`src/cewu_pkg.sv`:
```
/*
  Package for the colour expansion write unit: field positions, mode codes,
  widths and the packed structs that carry configuration and memory writes.
  Assumes a single clock domain and no register bus; bits arrive as ports.
*/
package cewu_pkg;

  // Write mode field encodings
  localparam logic [2:0] WM_NORMAL1 = 3'h1;
  localparam logic [2:0] WM_EXT4    = 3'h4;
  localparam logic [2:0] WM_EXT5    = 3'h5;
  localparam int         WM_EXT_BIT = 2;

  // Mode extension bit positions
  localparam int MX_BY8    = 1;
  localparam int MX_EXTWR  = 2;
  localparam int MX_WIDELT = 3;
  localparam int MX_BY16   = 4;

  // Address shifts and block geometry
  localparam int SHIFT_BY8  = 3;
  localparam int SHIFT_BY16 = 4;
  localparam int PIX_BLOCK  = 8;
  localparam int LANES      = 16;
  localparam int HADDR_W    = 20;
  localparam int MADDR_W    = 24;

  // Reset values
  localparam logic [7:0] RST_BYTE = 8'h00;

  typedef struct packed {
    logic [7:0] graphicsWriteMode;
    logic [7:0] modeExtensions;
    logic [7:0] pixelMapMask;
    logic [7:0] backgroundLowByte;
    logic [7:0] foregroundLowByte;
    logic [7:0] backgroundHighByte;
    logic [7:0] foregroundHighByte;
  } cewu_cfg_type;

  typedef struct packed {
    logic [MADDR_W-1:0]  addr;
    logic [LANES*8-1:0]  data;
    logic [LANES-1:0]    byteEn;
  } cewu_mem_type;

endpackage

```
`src/cewu_write_unit.sv`:
```
/*
  Colour expansion write datapath: turns one host byte write into up to
  sixteen memory byte writes with per-byte enables, one cycle later.
  Assumes host writes and configuration come from logic on clk_sys, and
  that memory read data for latch loads arrives on the same clock.
*/
// Function
// RULE1: Write mode bit two selects extended modes
// RULE2: Field 100 is mode four, 101 five
// RULE3: Extension enable on, else normal write behaviour
// RULE4: Map mask widens to eight bits
// RULE5: By-8 shifts host address left three
// RULE6: By-8 ignored when 16-bit enhancement set
// RULE7: By-16 shifts left four, sixteen bytes
// RULE8: High colour bytes from high registers
// RULE9: Mask bit gates both pixel bytes
// RULE10: Wide latch bit makes eight-byte latches
// RULE11: Mode one writes all latched bytes back; code does so only with wide latches, else a plain byte write
// RULE12: Extended modes handle eight pixels per byte
// RULE13: Mode four writes foreground if data, mask
// RULE14: Mode four zero data leaves pixel alone
// RULE15: Mode four 16 bpp writes foreground word
// RULE16: Mode five zero data writes background
// RULE17: Mode five cleared mask suppresses pixel
// RULE18: Background word is high over low
// RULE19: Bit seven maps to lowest pixel
`timescale 1ns/1ps
module cewu_write_unit (
  input  wire logic                         clk_sys,
  input  wire logic                         reset,
  input  wire cewu_pkg::cewu_cfg_type       cfg,
  input  wire logic                         hostWrite,
  input  wire logic [cewu_pkg::HADDR_W-1:0] hostAddr,
  input  wire logic [7:0]                   hostData,
  input  wire logic                         latchLoad,
  input  wire logic [63:0]                  memReadData,
  output logic                              memWrite,
  output cewu_pkg::cewu_mem_type            memOut,
  output logic                              extActive,
  output logic                              wideLatch
);
  import cewu_pkg::*;

  logic              extEn;
  logic              by16;
  logic              by8;
  logic              isMode4;
  logic              isMode5;
  logic              latchWb;
  logic [7:0]        mask8;
  logic [63:0]       latch_r;
  logic              memWrite_r;
  cewu_mem_type      mem_r;
  cewu_mem_type      mem_nxt;

  // Mode decode from the two configuration registers
  assign extEn   = cfg.modeExtensions[MX_EXTWR];              // RULE3
  assign by16    = extEn & cfg.modeExtensions[MX_BY16];       // RULE7
  assign by8     = cfg.modeExtensions[MX_BY8]
                 & ~cfg.modeExtensions[MX_BY16];              // RULE6
  assign isMode4 = extEn & cfg.graphicsWriteMode[WM_EXT_BIT]
                 & (cfg.graphicsWriteMode[2:0] == WM_EXT4);   // RULE1 RULE2
  assign isMode5 = extEn & cfg.graphicsWriteMode[WM_EXT_BIT]
                 & (cfg.graphicsWriteMode[2:0] == WM_EXT5);   // RULE1 RULE2
  assign wideLatch = cfg.modeExtensions[MX_WIDELT];           // RULE10
  assign latchWb   = wideLatch
                   & (cfg.graphicsWriteMode[2:0] == WM_NORMAL1);
  assign extActive = isMode4 | isMode5;

  // Eight-bit mask only in extended modes; normal VGA keeps four planes
  assign mask8 = extActive ? cfg.pixelMapMask
                           : {4'h0, cfg.pixelMapMask[3:0]};   // RULE4

  // Read latches; upper half only loads when widened
  always_ff @(posedge clk_sys or posedge reset) begin
    if (reset) begin
      latch_r <= 64'h0;
    end else if (latchLoad) begin
      latch_r[31:0] <= memReadData[31:0];
      if (wideLatch) begin
        latch_r[63:32] <= memReadData[63:32];                 // RULE10
      end
    end
  end

  // Build the block write for the current host byte
  always_comb begin
    logic       pixOn;
    logic       dBit;
    logic [7:0] lo;
    logic [7:0] hi;
    mem_nxt = '0;
    pixOn   = 1'b0;
    dBit    = 1'b0;
    lo      = RST_BYTE;
    hi      = RST_BYTE;
    if (extActive) begin
      // Address shift picks an eight-pixel block
      if (by16) begin
        mem_nxt.addr = MADDR_W'({hostAddr, 4'h0});            // RULE7
      end else if (by8) begin
        mem_nxt.addr = MADDR_W'({hostAddr, 3'h0});            // RULE5
      end else begin
        mem_nxt.addr = MADDR_W'(hostAddr);
      end
      for (int p = 0; p < PIX_BLOCK; p++) begin              // RULE12
        dBit  = hostData[PIX_BLOCK-1-p];                      // RULE19
        pixOn = mask8[PIX_BLOCK-1-p]
              & (dBit | isMode5);                             // RULE14 RULE17
        lo = dBit ? cfg.foregroundLowByte                     // RULE13
                  : cfg.backgroundLowByte;                    // RULE16
        hi = dBit ? cfg.foregroundHighByte                    // RULE8 RULE15
                  : cfg.backgroundHighByte;                   // RULE18
        if (by16) begin
          mem_nxt.data[p*16 +: 16] = {hi, lo};
          mem_nxt.byteEn[p*2 +: 2] = {2{pixOn}};              // RULE9
        end else begin
          mem_nxt.data[p*8 +: 8] = lo;
          mem_nxt.byteEn[p]      = pixOn;
        end
      end
    end else if (latchWb) begin
      // Whole eight-byte latch written back in one host cycle
      mem_nxt.addr        = MADDR_W'({hostAddr, 3'h0});
      mem_nxt.data[63:0]  = latch_r;                          // RULE11
      mem_nxt.byteEn[7:0] = 8'hff;
    end else begin
      // Plain byte write; mask limited to four planes
      mem_nxt.addr       = MADDR_W'(hostAddr);
      mem_nxt.data[7:0]  = hostData;
      mem_nxt.byteEn[3:0] = mask8[3:0];                       // RULE3
    end
  end

  // Registered memory request, one cycle after the host write
  always_ff @(posedge clk_sys or posedge reset) begin
    if (reset) begin
      memWrite_r <= 1'b0;
      mem_r      <= '0;
    end else begin
      memWrite_r <= hostWrite;
      if (hostWrite) begin
        mem_r <= mem_nxt;
      end
    end
  end

  assign memWrite = memWrite_r;
  assign memOut   = mem_r;
endmodule

```
`config.mk`:
```
export PLATFORM = sky130hd
export DESIGN_NAME = cewu_write_unit
export DESIGN_NICKNAME = d
export VERILOG_FILES = /design/src/cewu_pkg.sv /design/src/cewu_write_unit.sv
export SDC_FILE = /design/constraint.sdc
export NUM_CORES = 1
export LEC_CHECK = 0
export BUFFER_PORTS_ARGS = -buffer_cell sky130_fd_sc_hd__buf_2
export CORE_MARGIN = 2
export CORE_UTILIZATION = 50
export DETAILED_ROUTE_END_ITERATION = 12
export GPL_ROUTABILITY_DRIVEN = 0
export GPL_TIMING_DRIVEN = 0
export PLACE_DENSITY = 0.77
export SLEW_MARGIN = 20
export SYNTH_ARGS = -nofsm -noshare
export SYNTH_HDL_FRONTEND = slang
export SYNTH_SLANG_ARGS = --single-unit
```
`constraint.sdc`:
```
create_clock -name clk_sys -period 8.95 [get_ports clk_sys]
set_input_delay 1.3425 -clock clk_sys [delete_from_list [all_inputs] [get_ports clk_sys]]
set_output_delay 1.3425 -clock clk_sys [all_outputs]
set_load 0.05 [all_outputs]
```
# ---- Yosys cells after proc, flatten, opt, wreduce, memory -nomap -nowiden
# Index checks and enable logic that the tools add are counted.
dict set report totals {
  register_bits 233
  in_bits 152
  output_inout_bits 171
  wordCells 85
}
dict set report op_classes {
  n_eq_ne 3
  n_bitwise 24
  n_reduce_logical 1
  n_mux 51
}
# operator n
set op_table {}
lappend op_table {{$mux W8} 27}
lappend op_table {{$mux W64} 2}
lappend op_table {{$mux W16} 4}
lappend op_table {{$mux W56} 1}
lappend op_table {{$mux W24} 2}
lappend op_table {{$mux W23} 2}
lappend op_table {{$and A1 B1 Y1} 14}
lappend op_table {{$or A1 B1 Y1} 9}
lappend op_table {{$mux W2} 4}
lappend op_table {{$mux W4} 2}
lappend op_table {{$mux W1} 7}
lappend op_table {{$eq A3 B3 Y1 const B} 2}
lappend op_table {{$eq A3 B1 Y1 const B} 1}
lappend op_table {{$reduce_and A2 Y1} 1}
lappend op_table {{$not A1 Y1} 1}

# ---- Depth between registers and ports, before layout
dict set report logic_depth {
  word_depth 7
  depth_mapped 7
  mapped_depth_nobuf 5
}

# ---- Least setup slack after synthesis
# No wires, ideal clock.
dict set report synth_timing {
  path_type {input to output}
  startpoint {in cfg[49] in the netlist's numbering}
  endpoint {out extActive}
  setup_slack_ns 5.419
  n_path_buf 2
  arrival_time_ns 2.189
  cell_stages 4
  required_time_ns 7.607
  path_cell_list {nand3b_2 inv_1 buf_2 buf_2}
}
dict set report synth_between {
  elab_chain_cells 3
  word_cells_on_any_way 5
  cone_classes {2 x eq/ne; 3 x bitwise}
}
# element line
set synth_rtl {}
lappend synth_rtl {{start: declaration} cewu_write_unit.sv:31} ;# input wire cewu_pkg::cewu_cfg_type cfg,
lappend synth_rtl {{$eq A3 B3 Y1 (on tied branches)} {cewu_write_unit.sv:62, cewu_write_unit.sv:64}}
lappend synth_rtl {{$and A1 B1 Y1 (on tied branches)} {cewu_write_unit.sv:62, cewu_write_unit.sv:64}}
lappend synth_rtl {{$or A1 B1 Y1 (*)} cewu_write_unit.sv:68} ;# assign extActive = isMode4 | isMode5;
lappend synth_rtl {{end: declaration} cewu_write_unit.sv:39} ;# output logic extActive,
# Every way passes the cells marked *; elsewhere a longest branch is shown, timed or not.

# ---- Final worst setup path
# Ends and elaborated chain as after synthesis.

==> run metrics <==
Final setup viols=0; Yosys top cell area share=49.2%; final hold violation count=0; Setup TNS=0 ns; core area=22,800 um^2; Power per Cell Area=205 nW/um^2; area leader, netlist=dfrtp_1; CTS tree=done; leak pwr=7.08 nW; nature of the critical path startpoint=input pin; first-pass GRT wire length=62.3 mm; Final HPWL DP=30.0 mm; Rows=55; Worst-Skew Late Latency=0.56 ns; CP max FO=10; die width=157 um; grt total ovfl=0; Max clock buf depth=3; Syn Std Cell Area=11,600 um^2; Tcrit/Tclk final=45.5%; CTS sink cnt=229; CP peak stage delay=0.32 ns; final net count=1,513; Die H=157 um; clk root buf=clkbuf_16; Max Clock Skew=0.0191 ns; Initial Util=51.1%; HP Class=reg -> reg; Post-Syn Nets=1,194; Ys Warns=0; commonest non-fill, non-tap cell in the layout=buf_2; Hold WS=0.473 ns; worst vdd ir=0.000210 V; RSZ-0062 raised after global routing=no; vias post-DR=10.5k; DR WL/cell=24.9 um; Slew Limit Fails=0; Worst slew margin=36.9%; WP data arrival=2.73 ns; Iter 0 DRT Violations=1,234; Mean Syn Cell Area=11.2 um^2; crit end category=output port; DRC viols=0; ranking of synthesized cells by area=dfrtp_1, mux2_2, mux2i_1; cell breakdown of the critical path=buf_2, nand3b_2, inv_1, buf_2, buf_2, buf_2; critical path required time=7.61 ns; Synth-to-Final Area Change=24.9%; total wire length=42.2 mm; run status=finished clean; achievable frequency=0.246 GHz; CTS Hold Bufs=0; Seq/Total Area, Yosys=49.2%; Mapped Cells=1,042; max-cap violation count=0; Initial DRT Pass Iterations=8; vias in the first global route=10.4k; fill count=1,882; cts bufs inserted=26; layout cells sized above 1=37.9%; most frequent cells in the layout=buf_2, dfrtp_1, mux2_2, mux2i_1, a21oi_1; gr usage total=34.1%; initial antenna violation count=4; CTS resizes=0; Netlist cell types=41; H-tree Lvls=1; Slowest cell on crit path=nand3b_2; port bufs=289; Post-CTS Repair Setup Buffers=0; flops & latches, synth=229; Post-DRT Antenna Nets=0; Tmin final=4.07 ns; Worst R2R Setup Slack=7.89 ns; die area=24,500 um^2; largest net degree at the start of global routing=97; drt via density=6.22; crit path kind=in -> out; I/O Pins=323; Tightest Pin Transition=0.946 ns; CP most frequent cell=buf_2; Reg clk slew, reported paths=0.06 ns
-- cell families after synthesis --
group,Yosys count,share of synthesized area [%]
compound gates,311,19.0
simple gates,160,6.14
flops,229,49.2
buf+inv,121,4.90
mux,221,20.7
-- final cells by class --
class | count | area [um^2] | share of cell area [%]
flip-flops and latches | 229 | 5730 | 39.4
multi-input cells | 692 | 5340 | 36.7
repair buffers | 291 | 1500 | 10.3
clock buffers | 32 | 693 | 4.77
plain buffers | 114 | 544 | 3.74
well taps | 313 | 392 | 2.69
clock inverters | 16 | 299 | 2.06
inverters | 7 | 33.8 | 0.232
diodes | 2 | 5.00 | 0.0344
-- sequential cells by signal, summed over array words and instances, names as in the netlist --
signal	count
latch_r	64
memOut	164
memWrite	1
-- critical path: cells and delay by family --
family	cells	cell delay (ns)
buf+inv	5	1.07
simple gates	1	0.32
-- cell usage after synthesis --
master	number
nor2_1	63
a211o_1	11
nand3b_2	1
inv_1	6
o211ai_1	3
a21o_1	8
and4b_1	1
mux2i_1	90
a221oi_2	5
nand2b_1	2
a221oi_1	2
a31oi_1	9
nor2b_1	11
dfrtp_1	229
a22o_1	12
buf_1	6
or2_1	1
nand4bb_1	2
o31ai_1	1
buf_6	6
mux2i_4	3
o22a_1	17
nand4b_2	1
and2_1	1
and3_1	7
clkbuf_1	59
buf_4	7
a211oi_1	14
o21ai_0	37
buf_2	36
a221o_1	3
a21oi_1	72
nand3_1	2
nor3_1	6
inv_2	1
o2bb2ai_1	61
o22ai_1	40
nand2_1	61
and4bb_1	1
mux2_2	128
a222oi_1	16
-- power breakdown --
part / internal (mW) / total (mW) / switching, mW / leakage, nW
Combinational: 0.186 / 0.595 / 0.409 / 3.73
Clock: 0.760 / 1.22 / 0.459 / 0.470
Sequential: 1.12 / 1.17 / 0.0531 / 2.88
Total: 2.06 / 2.99 / 0.921 / 7.08
-- metal layers --
metal | part of all wire, % | vias up | global-route usage [%]
li1 | - | 4516 | -
met1 | 39 | 5205 | 44.8
met2 | 45 | 669 | 53.6
met3 | 11 | 150 | 9.00
met4 | 4.9 | 4 | 14.5
met5 | 0.057 | - | 0
-- worst paths after layout --
kind | end | cells after the start | start
setup / recovery | extActive | 6 | cfg[49]
hold / removal | memOut[19]$_DFFE_PP0P_ | 1 | memOut[19]$_DFFE_PP0P_
setup reg to reg | memOut[46]$_DFFE_PP0P_ | 2 | latch_r[30]$_DFFE_PP0P_
hold reg to reg | memOut[19]$_DFFE_PP0P_ | 1 | memOut[19]$_DFFE_PP0P_
max in group asynchronous | memOut[167]$_DFFE_PP0P_ | 3 | reset
min in group asynchronous | latch_r[49]$_DFFE_PP0P_ | 2 | reset
-- stage by stage --
step / util (%) / area (um^2) / setup slack (ns) / cells / total power, mW
3_3_place_gp: 59.2 / 13500 / -1.21 / 1644 / 1.76
2_1_floorplan: - / 11600 / 1.33 / 1042 / 1.58
4_1_cts: 63.8 / 14500 / 4.90 / 1694 / 2.99
3_5_place_dp: 59.4 / 13500 / 4.90 / 1646 / 1.77
6_report: 63.8 / 14500 / 4.88 / 1696 / 2.99
5_1_grt: 63.8 / 14500 / 4.80 / 1695 / 3.08
No activity file was read; power rests on OpenSTA's default activity.
